==> config.mk <==
export PLATFORM = sky130hd
export DESIGN_NAME = sfpi_top
export DESIGN_NICKNAME = d
export VERILOG_FILES = /design/src/sfpi_pkg.sv /design/src/sfpi_top.sv
export SDC_FILE = /design/constraint.sdc
export NUM_CORES = 1
export LEC_CHECK = 0
export ABC_AREA = 1
export ABC_CLOCK_PERIOD_IN_PS = 4100
export BUFFER_PORTS_ARGS = -buffer_cell sky130_fd_sc_hd__buf_2
export CORE_MARGIN = 2
export CORE_UTILIZATION = 61
export CTS_BUF_LIST = sky130_fd_sc_hd__clkbuf_8
export DETAILED_ROUTE_END_ITERATION = 6
export PLACE_DENSITY = 0.95
export SETUP_SLACK_MARGIN = 0.1
export SYNTH_ARGS = -nofsm -noshare
export SYNTH_HDL_FRONTEND = slang
export SYNTH_SLANG_ARGS = --single-unit
==> constraint.sdc <==
create_clock -name CORE_CLK_IN -period 4.1 [get_ports CORE_CLK_IN]
set_clock_uncertainty 0.05 [all_clocks]
set_input_delay 0.205 -clock CORE_CLK_IN [delete_from_list [all_inputs] [get_ports CORE_CLK_IN]]
set_output_delay 0.205 -clock CORE_CLK_IN [all_outputs]
set_load 0.02 [all_outputs]
==> src/sfpi_pkg.sv <==
// sfpi_pkg: constants and carrier types for the serial flash pin front end.
// assumes: all pins are sampled synchronously to the 20 MHz core clock.
package sfpi_pkg;

   // ********************************
   // lane modes and widths
   // ********************************
   typedef enum logic [1:0] {
      SFPI_LANE_SINGLE,
      SFPI_LANE_DUAL,
      SFPI_LANE_QUAD
   } sfpi_lane_t;

   localparam int unsigned BIT_CNT_W              = 3;
   localparam logic [2:0]  BIT_CNT_RST            = 3'h0;
   localparam logic [7:0]  BYTE_RST               = 8'h00;
   localparam logic [1:0]  LOCK_SEL_PIN_PROTECT   = 2'h1;
   localparam int unsigned CLK_PERIOD_NS          = 50;

   // ********************************
   // pin carriers
   // ********************************
   typedef struct packed {
      logic sel_n;
      logic sck;
      logic [3:0] io;
      logic [3:0] io_pulled;
   } sfpi_pins_in_t;

   typedef struct packed {
      logic [3:0] dout;
      logic [3:0] oe;
   } sfpi_pins_out_t;

endpackage

==> src/sfpi_top.sv <==
// sfpi_top: pin-side front end of a serial flash (select, clock, lanes, hold).
// assumes: the host is an spi controller in mode 0 or 3; all pins are
// sampled by CORE_CLK_IN, which must run well above the serial clock.
//
// Contract
// - select falling edge starts new command
// - select rising edge ends current command
// - standby waits for internal busy cycle end
// - input bits sampled on clock rising edge
// - output changes on clock falling edge
// - input ignored while deselected
// - output high impedance while deselected
// - dual/quad reads turn lanes into outputs
// - pin protect refuses status write when low
// - quad enable makes protect pin third lane
// - quad disabled makes fourth pin hold
// - quad enable makes hold pin fourth lane
// - hold keeps bit position
// - hold ignored while deselected
// - hold entered on falling edge, clock low
// - hold left on rising edge, clock low
// - undriven protect/hold read as high
// - continuous quad read skips opcode
// - four-wire bus, device is target
`timescale 1ns/1ns
`default_nettype none
module sfpi_top (
   input  wire logic       CORE_CLK_IN,
   input  wire logic       RESETN_IN,
   input  wire logic       CLK_EN_IN,
   input  wire logic       SEL_N_IN,
   input  wire logic       SCK_IN,
   input  wire logic [3:0] IO_IN,
   input  wire logic [3:0] IO_DRIVEN_IN,
   output logic      [3:0] IO_OUT,
   output logic      [3:0] IO_OE_OUT,
   input  wire logic       QUAD_LANE_ENABLE_BIT_IN,
   input  wire logic       STATUS_LOCK_SELECT_HIGH_IN,
   input  wire logic       STATUS_LOCK_SELECT_LOW_IN,
   input  wire logic       BUSY_IN,
   input  wire logic [1:0] READ_LANES_IN,
   input  wire logic       READ_DATA_PHASE_IN,
   input  wire logic       CONT_READ_ARM_IN,
   input  wire logic [7:0] TX_BYTE_IN,
   output logic            TX_BYTE_TAKE_OUT,
   output logic [7:0]      RX_BYTE_OUT,
   output logic            RX_VALID_OUT,
   output logic            RX_QUAD_ADDR_OUT,
   output logic            CMD_START_OUT,
   output logic            CMD_END_OUT,
   output logic            STANDBY_OUT,
   output logic            HOLD_ACTIVE_OUT,
   output logic            STATUS_WRITE_ALLOWED_OUT
);

   // ********************************
   // input conditioning
   // ********************************
   logic       sel_d_reg;
   logic       sck_d_reg;
   logic       hold_d_reg;
   logic [3:0] io_eff;
   logic       selected;
   logic       sck_rise;
   logic       sck_fall;
   logic       hold_pin;
   logic       hold_reg;
   logic       cont_reg;
   logic       first_byte_reg;
   logic [2:0] bit_cnt_reg;
   logic [7:0] shift_reg;
   logic [7:0] tx_reg;
   logic [3:0] dout_reg;
   logic       out_en_reg;
   logic       standby_reg;
   logic       quad_mode;
   logic [2:0] step;
   logic [2:0] tx_cnt_reg;

   // ********************************
   // helpers
   // ********************************
   // leading bits of a byte for one step of w lanes, right aligned
   function automatic logic [3:0] lead_bits(input logic [7:0] b, input logic [2:0] w);
      logic [3:0] r;
      if (w == 3'h4) begin
         r = b[7:4];
      end else if (w == 3'h2) begin
         r = {2'h0, b[7:6]};
      end else begin
         r = {3'h0, b[7]};
      end
      return r;
   endfunction

   // shift four new lane bits if w is 4, else one, into the low end of a byte
   function automatic logic [7:0] shift_in(input logic [7:0] s, input logic [3:0] io,
                                           input logic [2:0] w);
      logic [7:0] r;
      if (w == 3'h4) begin
         r = {s[3:0], io};
      end else begin
         r = {s[6:0], io[0]};
      end
      return r;
   endfunction

   // undriven protect and hold lanes float high via internal pull-up
   always_comb begin
      io_eff    = IO_IN;
      io_eff[2] = IO_DRIVEN_IN[2] ? IO_IN[2] : 1'b1;
      io_eff[3] = IO_DRIVEN_IN[3] ? IO_IN[3] : 1'b1;
   end

   assign selected  = !SEL_N_IN;
   assign hold_pin  = !QUAD_LANE_ENABLE_BIT_IN && !io_eff[3];
   assign quad_mode = QUAD_LANE_ENABLE_BIT_IN && (READ_LANES_IN == 2'h2);
   // edges are seen only when selected and not held; the mode 3 idle-high
   // clock gives no rising edge before the first real bit
   assign sck_rise  = selected && !hold_reg && SCK_IN && !sck_d_reg;
   assign sck_fall  = selected && !hold_reg && !SCK_IN && sck_d_reg;

   always_ff @(posedge CORE_CLK_IN) begin
      if (!RESETN_IN) begin
         sel_d_reg  <= 1'b1;
         sck_d_reg  <= 1'b0;
         hold_d_reg <= 1'b0;
      end else if (CLK_EN_IN) begin
         sel_d_reg  <= SEL_N_IN;
         sck_d_reg  <= SCK_IN;
         hold_d_reg <= hold_pin;
      end
   end

   // ********************************
   // framing
   // ********************************
   always_ff @(posedge CORE_CLK_IN) begin
      if (!RESETN_IN) begin
         CMD_START_OUT <= 1'b0;
         CMD_END_OUT   <= 1'b0;
      end else if (CLK_EN_IN) begin
         CMD_START_OUT <= sel_d_reg && !SEL_N_IN;
         CMD_END_OUT   <= !sel_d_reg && SEL_N_IN;
      end
   end

   // standby follows deselect but waits out a busy internal cycle
   always_ff @(posedge CORE_CLK_IN) begin
      if (!RESETN_IN) begin
         standby_reg <= 1'b1;
      end else if (CLK_EN_IN) begin
         standby_reg <= SEL_N_IN && !BUSY_IN;
      end
   end
   assign STANDBY_OUT = standby_reg;

   // ********************************
   // hold
   // ********************************
   always_ff @(posedge CORE_CLK_IN) begin
      if (!RESETN_IN) begin
         hold_reg <= 1'b0;
      end else if (CLK_EN_IN) begin
         if (!selected) begin
            hold_reg <= 1'b0;
         end else if (!SCK_IN && hold_pin && !hold_d_reg) begin
            hold_reg <= 1'b1;
         end else if (!SCK_IN && !hold_pin && hold_d_reg) begin
            hold_reg <= 1'b0;
         end
      end
   end
   assign HOLD_ACTIVE_OUT = hold_reg;

   // ********************************
   // receive path
   // ********************************
   // continuous quad read: next frame opens straight with quad address
   always_ff @(posedge CORE_CLK_IN) begin
      if (!RESETN_IN) begin
         cont_reg <= 1'b0;
      end else if (CLK_EN_IN) begin
         if (CMD_END_OUT) begin
            cont_reg <= CONT_READ_ARM_IN && QUAD_LANE_ENABLE_BIT_IN;
         end
      end
   end

   always_comb begin
      if (READ_DATA_PHASE_IN && READ_LANES_IN == 2'h2 && QUAD_LANE_ENABLE_BIT_IN) begin
         step = 3'h4;
      end else if (READ_DATA_PHASE_IN && READ_LANES_IN == 2'h1) begin
         step = 3'h2;
      end else if (first_byte_reg && cont_reg) begin
         step = 3'h4;
      end else begin
         step = 3'h1;
      end
   end

   // bit counter is only cleared at frame start, so hold never loses place
   always_ff @(posedge CORE_CLK_IN) begin
      if (!RESETN_IN) begin
         bit_cnt_reg    <= sfpi_pkg::BIT_CNT_RST;
         shift_reg      <= sfpi_pkg::BYTE_RST;
         RX_BYTE_OUT    <= sfpi_pkg::BYTE_RST;
         RX_VALID_OUT   <= 1'b0;
         RX_QUAD_ADDR_OUT <= 1'b0;
         first_byte_reg <= 1'b0;
      end else if (CLK_EN_IN) begin
         RX_VALID_OUT <= 1'b0;
         if (sel_d_reg && !SEL_N_IN) begin
            bit_cnt_reg    <= sfpi_pkg::BIT_CNT_RST;
            first_byte_reg <= 1'b1;
         end else if (sck_rise && !READ_DATA_PHASE_IN) begin
            shift_reg <= shift_in(shift_reg, io_eff, step);
            bit_cnt_reg <= bit_cnt_reg + step;
            if (3'(bit_cnt_reg + step) == 3'h0) begin
               RX_BYTE_OUT      <= shift_in(shift_reg, io_eff, step);
               RX_VALID_OUT     <= 1'b1;
               RX_QUAD_ADDR_OUT <= first_byte_reg && cont_reg;
               first_byte_reg   <= 1'b0;
            end
         end
      end
   end

   // ********************************
   // transmit path
   // ********************************
   always_ff @(posedge CORE_CLK_IN) begin
      if (!RESETN_IN) begin
         tx_reg     <= sfpi_pkg::BYTE_RST;
         tx_cnt_reg <= sfpi_pkg::BIT_CNT_RST;
         dout_reg   <= 4'h0;
         out_en_reg <= 1'b0;
         TX_BYTE_TAKE_OUT <= 1'b0;
      end else if (CLK_EN_IN) begin
         TX_BYTE_TAKE_OUT <= 1'b0;
         // own bit count: the receive counter stands still in the output phase
         if (!selected || !READ_DATA_PHASE_IN) begin
            out_en_reg <= 1'b0;
            tx_cnt_reg <= sfpi_pkg::BIT_CNT_RST;
         end else if (sck_fall) begin
            out_en_reg <= 1'b1;
            tx_cnt_reg <= tx_cnt_reg + step;
            if (tx_cnt_reg == 3'h0) begin
               tx_reg           <= TX_BYTE_IN << step;
               TX_BYTE_TAKE_OUT <= 1'b1;
               dout_reg         <= lead_bits(TX_BYTE_IN, step);
            end else begin
               tx_reg   <= tx_reg << step;
               dout_reg <= lead_bits(tx_reg, step);
            end
         end
      end
   end

   // lane output mapping; single mode drives the serial output lane only
   always_comb begin
      IO_OUT    = 4'h0;
      IO_OE_OUT = 4'h0;
      if (out_en_reg && !hold_reg && selected) begin
         case (READ_LANES_IN)
            2'h2: begin
               IO_OUT    = dout_reg;
               IO_OE_OUT = quad_mode ? 4'hF : 4'h0;
            end
            2'h1: begin
               IO_OUT    = {2'h0, dout_reg[1:0]};
               IO_OE_OUT = 4'h3;
            end
            default: begin
               IO_OUT    = {2'h0, dout_reg[0], 1'b0};
               IO_OE_OUT = 4'h2;
            end
         endcase
      end
   end

   // ********************************
   // status write protection
   // ********************************
   always_ff @(posedge CORE_CLK_IN) begin
      if (!RESETN_IN) begin
         STATUS_WRITE_ALLOWED_OUT <= 1'b1;
      end else if (CLK_EN_IN) begin
         STATUS_WRITE_ALLOWED_OUT <= !(!QUAD_LANE_ENABLE_BIT_IN
            && {STATUS_LOCK_SELECT_HIGH_IN, STATUS_LOCK_SELECT_LOW_IN}
               == sfpi_pkg::LOCK_SEL_PIN_PROTECT
            && !io_eff[2]);
      end
   end

   // ********************************
   // checks
   // ********************************
   deselect_float_a: assert property (@(posedge CORE_CLK_IN) disable iff (!RESETN_IN)
      SEL_N_IN |=> IO_OE_OUT == 4'h0)
      else $error("lanes driven while deselected");
   hold_float_a: assert property (@(posedge CORE_CLK_IN) disable iff (!RESETN_IN)
      hold_reg |-> IO_OE_OUT == 4'h0)
      else $error("lanes driven during hold");
   hold_desel_a: assert property (@(posedge CORE_CLK_IN) disable iff (!RESETN_IN)
      CLK_EN_IN && SEL_N_IN |=> !hold_reg)
      else $error("hold active while deselected");
   hold_enter_a: assert property (@(posedge CORE_CLK_IN) disable iff (!RESETN_IN)
      $rose(hold_reg) |-> !$past(SCK_IN))
      else $error("hold entered with clock high");
   hold_leave_a: assert property (@(posedge CORE_CLK_IN) disable iff (!RESETN_IN)
      $fell(hold_reg) && !$past(SEL_N_IN) |-> !$past(SCK_IN))
      else $error("hold left with clock high");
   start_pulse_a: assert property (@(posedge CORE_CLK_IN) disable iff (!RESETN_IN)
      CLK_EN_IN && sel_d_reg && !SEL_N_IN |=> CMD_START_OUT)
      else $error("frame start missed");
   end_pulse_a: assert property (@(posedge CORE_CLK_IN) disable iff (!RESETN_IN)
      CLK_EN_IN && !sel_d_reg && SEL_N_IN |=> CMD_END_OUT)
      else $error("frame end missed");
   standby_busy_a: assert property (@(posedge CORE_CLK_IN) disable iff (!RESETN_IN)
      CLK_EN_IN && BUSY_IN |=> !STANDBY_OUT)
      else $error("standby while busy");
   hold_count_a: assert property (@(posedge CORE_CLK_IN) disable iff (!RESETN_IN)
      hold_reg && $past(hold_reg) |-> $stable(bit_cnt_reg))
      else $error("bit position moved during hold");
   protect_a: assert property (@(posedge CORE_CLK_IN) disable iff (!RESETN_IN)
      CLK_EN_IN && !QUAD_LANE_ENABLE_BIT_IN && !STATUS_LOCK_SELECT_HIGH_IN
      && STATUS_LOCK_SELECT_LOW_IN && IO_DRIVEN_IN[2] && !IO_IN[2]
      |=> !STATUS_WRITE_ALLOWED_OUT)
      else $error("status write not refused");
   take_on_fall_a: assert property (@(posedge CORE_CLK_IN) disable iff (!RESETN_IN)
      TX_BYTE_TAKE_OUT && $past(CLK_EN_IN) |-> $past(sck_fall))
      else $error("output byte taken off a clock fall");
   rx_on_rise_a: assert property (@(posedge CORE_CLK_IN) disable iff (!RESETN_IN)
      RX_VALID_OUT && $past(CLK_EN_IN) |-> $past(sck_rise))
      else $error("byte completed off a clock rise");
   rx_desel_a: assert property (@(posedge CORE_CLK_IN) disable iff (!RESETN_IN)
      CLK_EN_IN && SEL_N_IN |=> !RX_VALID_OUT)
      else $error("byte received while deselected");
   quad_oe_a: assert property (@(posedge CORE_CLK_IN) disable iff (!RESETN_IN)
      IO_OE_OUT[3] |-> QUAD_LANE_ENABLE_BIT_IN)
      else $error("quad lanes driven with quad disabled");
   standby_sel_a: assert property (@(posedge CORE_CLK_IN) disable iff (!RESETN_IN)
      CLK_EN_IN && !SEL_N_IN |=> !STANDBY_OUT)
      else $error("standby while selected");

endmodule
`default_nettype wire

# ---- Yosys cells after proc, flatten, opt, wreduce, memory -nomap -nowiden
# Index checks and enable logic that the tools add are counted.
dict set report word_totals {
  word_cells 118
  register_bits 47
}
dict set report classes {
  eq_ne 5
  shifts 2
  reduce_logical 52
  muxes 35
  n_addsub 2
  bitwise_logic 2
}
# operator count
set op_table {}
lappend op_table {{1-bit logical AND} 24}
lappend op_table {{4-bit two-way mux} 6}
lappend op_table {{3-bit two-way mux} 7}
lappend op_table {{1-bit two-way mux} 16}
lappend op_table {{8-bit two-way mux} 2}
lappend op_table {{4-bit case mux with 2 select lines} 2}
lappend op_table {{8-bit by 3-bit left shift with 8-bit output} 2}
lappend op_table {{1-bit zero test} 13}
lappend op_table {{3-bit AND reduction} 3}
lappend op_table {{2-bit AND reduction} 4}
lappend op_table {{3-bit adder} 2}
lappend op_table {{3-bit zero test} 2}
lappend op_table {{2-bit nonzero test} 3}
lappend op_table {{2-bit by 1-bit == test with 1-bit output, second input constant} 2}
lappend op_table {{2-bit two-way mux} 2}
lappend op_table {{4-bit AND reduction} 1}
lappend op_table {{3-bit by 2-bit == test with 1-bit output, second input constant} 1}
lappend op_table {{3-bit == test, second input constant} 1}
lappend op_table {{3-bit nonzero test} 1}
lappend op_table {{2-bit == test, second input constant} 1}
lappend op_table {{1-bit NOT} 2}
lappend op_table {{1-bit logical OR} 1}

# ---- Longest topological paths before layout
# Gate-level depths: netlist of run 1.
dict set report logic_depth {
  ltp_word 9
  depth_mapped 17
}

# ---- Worst setup path after synthesis of run 1
# No wires, ideal clock.
dict set report synth_timing {
  path_kind {input-to-reg}
  startpoint {in READ_LANES_IN[0]}
  endpoint {reg RX_BYTE_OUT[4]}
  arrival_ns 2.274
  setup_ns 0.128
  setup_slack_ns 1.648
  path_stages 14
  n_path_buf 1
  required_time_ns 3.922
  path_cell_list {inv_1 > ha_1 > nand2_1 > nor2_1 > nor2_2 > ha_1 > inv_1 > fa_1 > inv_1 > nor2_1 > nand3_4 > buf_6 > o21ai_1 > nor2_1}
}
dict set report synth_between {
  elab_chain_len 7
  word_cells_on_any_way 12
}
# element line
set synth_rtl {}
lappend synth_rtl {{from (decl)} sfpi_top.sv:41} ;# input wire logic [1:0] READ_LANES_IN,
lappend synth_rtl {{2-bit by 1-bit == test with 1-bit output or 2-bit == test (tied branches)} {sfpi_top.sv:193, sfpi_top.sv:191}}
lappend synth_rtl {{1-bit logical AND (on tied branches)} {sfpi_top.sv:193, sfpi_top.sv:191}}
lappend synth_rtl {{3-bit two-way mux or 1-bit logical AND (tied branches)} {sfpi_top.sv:193, sfpi_top.sv:191}}
lappend synth_rtl {{3-bit two-way mux (*)} sfpi_top.sv:191} ;# if (READ_DATA_PHASE_IN && READ_LANES_IN == 2'h2 && QUAD_LANE_ENABLE_BIT_IN) begin
lappend synth_rtl {{3-bit adder} sfpi_top.sv:219} ;# if (3'(bit_cnt_reg + step) == 3'h0) begin
lappend synth_rtl {{3-bit zero test} sfpi_top.sv:219}
lappend synth_rtl {{4-bit AND reduction (no line)} -}
lappend synth_rtl {{to (signal assigned)} sfpi_top.sv:207} ;# RX_BYTE_OUT <= sfpi_pkg::BYTE_RST;
lappend synth_rtl {{to (signal assigned)} sfpi_top.sv:220} ;# RX_BYTE_OUT <= shift_in(shift_reg, io_eff, step);
lappend synth_rtl {{to (decl)} sfpi_top.sv:46} ;# output logic [7:0] RX_BYTE_OUT,
# Every way passes the cells marked *; elsewhere a longest branch is shown, timed or not.
# A chain may end at the register's enable or synchronous reset.

# ---- Worst setup path in the final report of run 1
dict set report layout_timing {
  startpoint {reg cont_reg}
  endpoint {reg RX_BYTE_OUT[4]}
}
dict set report layout_between {
  elab_chain_len 7
  word_cells_on_any_way 9
}
# element line
set layout_rtl {}
lappend layout_rtl {{from (decl)} sfpi_top.sv:68} ;# logic cont_reg;
lappend layout_rtl {{from (signal assigned)} sfpi_top.sv:185} ;# cont_reg <= CONT_READ_ARM_IN && QUAD_LANE_ENABLE_BIT_IN;
lappend layout_rtl {{1-bit logical AND (*)} sfpi_top.sv:195} ;# end else if (first_byte_reg && cont_reg) begin
lappend layout_rtl {{3-bit two-way mux (*)} sfpi_top.sv:195}
lappend layout_rtl {{3-bit two-way mux (*)} sfpi_top.sv:193} ;# end else if (READ_DATA_PHASE_IN && READ_LANES_IN == 2'h1) begin
lappend layout_rtl {{3-bit two-way mux (*)} sfpi_top.sv:191}
lappend layout_rtl {{3-bit adder} sfpi_top.sv:219}
lappend layout_rtl {{3-bit zero test} sfpi_top.sv:219}
lappend layout_rtl {{4-bit AND reduction (no line)} -}
# Marked as above.

==> results of run 1 <==
-- power groups by stage --
stage | Sequential (mW) | Clock (mW) | Combinational [mW]
after floorplan | 0.483 | 0 | 0.0671
after global placement | 0.480 | 0 | 0.100
after detailed placement | 0.480 | 0 | 0.103
after CTS | 0.469 | 0.336 | 0.104
after global routing | 0.471 | 0.351 | 0.118
final | 0.470 | 0.334 | 0.106
-- cell families (layout without fill, tap and decap cells) --
group | Yosys count | count (layout) | synth area share (%)
simple gates | 197 | 197 | 34.8
buf+inv | 69 | 116 | 11.1
compound gates | 63 | 63 | 13.1
flops | 47 | 47 | 36.8
fa+ha+maj | 6 | 6 | 3.52
xor+xnor | 2 | 2 | 0.685
-- cells in the final DEF, fill, tap and decap left out --
cell type   synthesis  routed
o211ai_1            2       2
o21ai_0            22      22
nand4_1             4       4
a21oi_1            27      27
ha_1                4       4
clkinv_1            2       2
nand3b_1            5       5
nand2_2             1       1
nor2_1             33      33
nand2_4             3       3
clkinv_4            1       1
buf_2               1      50
inv_2               2       2
nand2_1           103     103
xor2_1              2       2
inv_1              54      54
nand3_1            33      33
fa_1                2       2
a31oi_1             4       4
a311oi_1            1       1
nand3_4             2       2
nor2_4              1       1
dfxtp_1            47      47
a22oi_1             1       1
bufinv_16           0       1
nor4_1              1       1
a211oi_1            1       1
or2_2               1       1
nor2_2              3       3
clkbuf_8            0       5
o22ai_1             1       1
clkinvlp_4          0       1
nor3_1              7       7
o21ai_1             4       4
-- worst paths after layout --
kind,startpoint,to,slack [ps],cells past startpoint
worst min register to register,tx_reg[0],tx_reg[0],410,2
worst min-delay path,BUSY_IN,STANDBY_OUT,50,2
worst max register to register,cont_reg,RX_BYTE_OUT[4],1470,11
worst max-delay path,cont_reg,RX_BYTE_OUT[4],1470,11
-- cell usage after synthesis, types with 3 or more instances --
master and n:
clkbuf_1 5, a31oi_1 4, a21oi_1 27, nand3_1 33, o21ai_1 4, nand3b_1 5
o21ai_0 22, nor2_1 33, ha_1 4, dfxtp_1 47, nand2_4 3, nor3_1 7
nand4_1 4, nor2_2 3, nand2_1 103, inv_1 54
-- layer usage --
| metal | global-route usage (%) | vias up | wire (um) |
|---|---|---|---|
| met3 | 5.19 | 13 | 446 |
| met5 | 0 | - | 0 |
| met4 | 9.31 | 0 | 77 |
| li1 | - | 1317 | - |
| met2 | 49.8 | 96 | 3070 |
| met1 | 32.6 | 1193 | 2580 |
-- per-stage QoR --
stage	instance area (um^2)	instances	setup WS [ps]	util, %
after global routing	2920	481	1240	72.5
after CTS	2920	481	1450	72.5
after global placement	2810	474	1280	69.8
after floorplan	2560	384	1650	-
after detailed placement	2810	474	1190	69.8
final	2920	481	1470	72.5
-- worst max-delay path, cell delays in order, from the launching register on --
cell     delay [ps]
dfxtp_1         330
nand2_1         130
nand2_1          80
nor2_2          390
ha_1            240
inv_1            50
fa_1            470
inv_1            60
nor2_1          220
nand3_4         230
o21ai_1         190
nor2_1           60
-- layout make-up --
| class | count | share of cell area [%] |
|---|---|---|
| clock buffer | 5 | 2.36 |
| timing repair buffer | 50 | 8.57 |
| sequential | 47 | 32.2 |
| tap | 50 | 2.14 |
| inverter | 59 | 7.75 |
| clock inverter | 2 | 1.29 |
| multi-input combinational | 268 | 45.7 |
==> run metrics, run 1 <==
outcome finished, final reports clean; Post-route DRC 0; share of cells above drive strength 1 16.5%; Mapped Nets 419; max-slew violations 0; Pwr Total 0.909 mW; Setup Buffers After CTS 0; Max Freq 381 MHz; peak supply drop 0.192 mV; final wirelength 6.17 mm; Iter 0 DRT Violations 220; Starting Density 63.5%; antenna-violating nets left 0; antenna violations before repair 0; Antenna diodes 0; Worst EP required 4220 ps; Sw Ratio 25.4%; endpoints failing hold 0; DP HPWL 4.36 mm; Synth Flop Type dfxtp_1; All-Layer GR Usage 27.6%; number of flops mapped to enable cells by yosys 0; router iterations before antenna repair 4; Post-Syn Area 2560 um^2; TNS Setup 0 ps; clock share of power 36.7%; sequential fraction of the synthesis area 36.8%; Slew HR 52.3%; Hold Slack 47.3 ps; Sw Pwr 0.231 mW; Async SR Flop Fraction 0%; via count 2619; Worst EP arrival 2750 ps; multi-input logic area 1330 um^2; Die W 68.8 um; DR vias/cell 5.44; minimum clock period 2630 ps; H-tree levels 2; CTS sink cnt 47; Fill cells 348; top cell type's share of synthesized area 36.8%; Logic pwr share 11.6%; Final nets 466; clock root cell clkbuf_8; P_leak 1.40 nW; post-synthesis cell count 384; Placer Congestion 0.887; crit end category flip-flop; clk buf depth 2; WS Path Type flip-flop to flip-flop; share of power burned in registers 51.7%; clock latency on the worst-skew pair 300 ps; Worst-Margin Slew 714 ps; cts repair resizes 0; Die Ht 68.8 um; Clk pin slew, worst setup/hold paths 80 ps; I/O pin count 53; Max-cap violations 0; crit-path max FO 19; Num CTS Buffers 5; CP Launch Type flip-flop; CTS tree yes; Synth area leader dfxtp_1; Congestion Overflow GR 0; crit share post-route 64.1%; Synth-to-Final Area Change 14.1%; Port Buffer Count 50; unrepaired setup endpoints after global routing no; worst hold path class input port to flip-flop; cell area power density 311 nW/um^2; syn_area_per_cell 6.66 um^2; Internal 0.678 mW; Die Area 4730 um^2; post-synth cell types 35; Seq cells post-synth 47; Core Rows 23; pin count of the biggest net entering global routing 29; Storage cell area 941 um^2; core area 4030 um^2; synth top area cells dfxtp_1 (37%), nand2_1 (15%), inv_1 (7.9%); WL/cell 12.8 um; CTS hold repair buffers 0; first-pass GRT wire length 9.79 mm; # setup viols final 0; Synthesis Warnings 0; vias in the first global route 2353
Note: power is estimated with default switching activity, not from simulation.
==> inputs of run 2 (changes only) <==
Settings changed: ABC_CLOCK_PERIOD_IN_PS 4100 to 2700, CORE_UTILIZATION 61 to 57.
Clock period 4.1 ns to 2.7 ns, I/O delays scaled along.
==> run metrics, run 2 (same netlist as run 1, synthesis figures left out) <==
outcome finished, final reports clean; DR vias/cell 5.48 (+0.69%); Die W 71 um (+3.3%); max incr delay on CP 480 ps (about the same); pin count of the biggest net entering global routing 29 (unchanged); P_leak 1.41 nW (+1.3%); Post-route DRC 0 (unchanged); share of cells above drive strength 1 17.0% (+0.54 points); CP max stage cell fa_1; Fill cells 373 (+7.2%); Clk pin slew, worst setup/hold paths 90 ps (about the same); max-slew violations 0 (unchanged); Max-cap violations 0 (unchanged); peak supply drop 0.331 mV (+72%); crit-path max FO 19 (unchanged); via count 2670 (+1.9%); unrepaired setup endpoints after global routing no; post-place setup slack 215 ps (-971 ps); minimum clock period 2310 ps (-314 ps); Num CTS Buffers 5 (unchanged); Placer Congestion 0.865 (-2.5%); Antenna diodes 0 (unchanged); Iter 0 DRT Violations 214 (-2.7%); Cell Count, Final, Fillers Out 487 (+1.2%); Port Buffer Count 50 (unchanged); CP Launch Type flip-flop; All-Layer GR Usage 26.3% (-1.3 points); I/O pin count 53 (unchanged); most common cell after layout, fill and taps aside nand2_1; Worst-Margin Slew 701 ps (-12.8 ps); Slew HR 53.1% (+0.82 points); Hold Slack 37.6 ps (-9.65 ps); crit end category flip-flop; clock latency on the worst-skew pair 310 ps (about the same); Max Freq 432 MHz (+14%); Die Ht 71 um (+3.3%); vias in the first global route 2606 (+11%); CTS sink cnt 47 (unchanged); antenna violations before repair 0 (unchanged); first-pass GRT wire length 10.8 mm (+11%); cell area power density 470 nW/um^2 (+51%); Worst EP required 2860 ps (-1360 ps); H-tree levels 2 (unchanged); Setup Buffers After CTS 0 (unchanged); TNS Setup 0 ps (unchanged); clk buf depth 2 (unchanged); Synth-to-Final Area Change 15.5%; Core Rows 24 (+4.3%); Final nets 470 (+0.86%); clock root cell clkbuf_8; CTS tree yes; # setup viols final 0 (unchanged); Congestion Overflow GR 0 (unchanged); WS Path Type flip-flop to flip-flop; commonest cells after routing, fill and taps aside nand2_1 (103), inv_1 (54), buf_2 (50); DP HPWL 4.37 mm (+0.15%); placed insts 479 (+1.1%); CP cell instances nand2_1 > nand2_1 > nor2_2 > ha_1 > inv_1 > fa_1 > inv_1 > nor2_1 > nand3_4 > o21ai_0 > nor2_1; worst hold path class input port to flip-flop; Starting Density 58.8% (-4.7 points); crit share post-route 85.7% (+22 points); router iterations before antenna repair 4 (unchanged); antenna-violating nets left 0 (unchanged); core area 4350 um^2 (+8.1%); final setup margin 386 ps (-1090 ps); final wirelength 6.29 mm (+1.9%); WL/cell 12.9 um (+0.67%); endpoints failing hold 0 (unchanged); Worst EP arrival 2470 ps (-280 ps); Die Area 5040 um^2 (+6.6%)
[run 2: cell types whose count changed in the layout (fill, tap and decap cells not counted)]
cell           before  now
buf_4               0    3
dlygate4sd3_1       0    1
[run 2: final cells by class]
type	count	area (um^2)	share of cell area, %
clock buffer	5	68.8	2.33
clock inverter	2	37.5	1.27
inverter	59	226	7.66
multi-input combinational	268	1330	45.1
sequential	47	941	31.8
tap	52	65.1	2.20
timing repair buffer	54	283	9.57
[run 2: worst paths after layout]
| kind | cells past startpoint | slack [ps] | endpoint | startpoint |
|---|---|---|---|---|
| max | 11 | 390 | RX_BYTE_OUT[0] | cont_reg |
| max reg2reg | 11 | 390 | RX_BYTE_OUT[0] | cont_reg |
| min | 3 | 40 | cont_reg | CONT_READ_ARM_IN |
| min reg2reg | 2 | 400 | tx_reg[0] | tx_reg[0] |
[run 2: repair_timing]
item / 4_1_cts / 5_1_grt
endpoints found under the hold margin: 1 / 0
gates resized for setup: 0 / 0
hold buffers: 1 / 0
[run 2: worst max-delay path, delay by kind of cell, from the launching register on]
kind                       cells  cell delay [ps]
AOI/OAI and AO/OA              1              210
and+or+nand+nor                6              890
buffers and inverters          2              110
DFF                            1              330
adders and majority gates      2              640
[run 2: power breakdown]
part           total, mW  switching (mW)  internal (mW)  leakage (nW)
Combinational      0.165           0.108         0.0563         0.983
Sequential         0.713         0.00762          0.705         0.381
Clock              0.511           0.240          0.271        0.0502
[run 2: metal layers]
layer	track usage, %	routed length [um]
met2	45.3	3110
met3	5.41	378
met1	30.7	2630
met5	0	0
met4	13.6	179
[run 2: per-stage QoR]
| step | util, % | cell area, um^2 | total power, mW |
|---|---|---|---|
| floorplan | - | 2560 | 0.835 |
| global placement | 65.2 | 2840 | 0.882 |
| detailed placement | 65.2 | 2840 | 0.887 |
| CTS | 67.9 | 2960 | 1.39 |
| global route | 67.9 | 2960 | 1.44 |
| finish | 67.9 | 2960 | 1.39 |
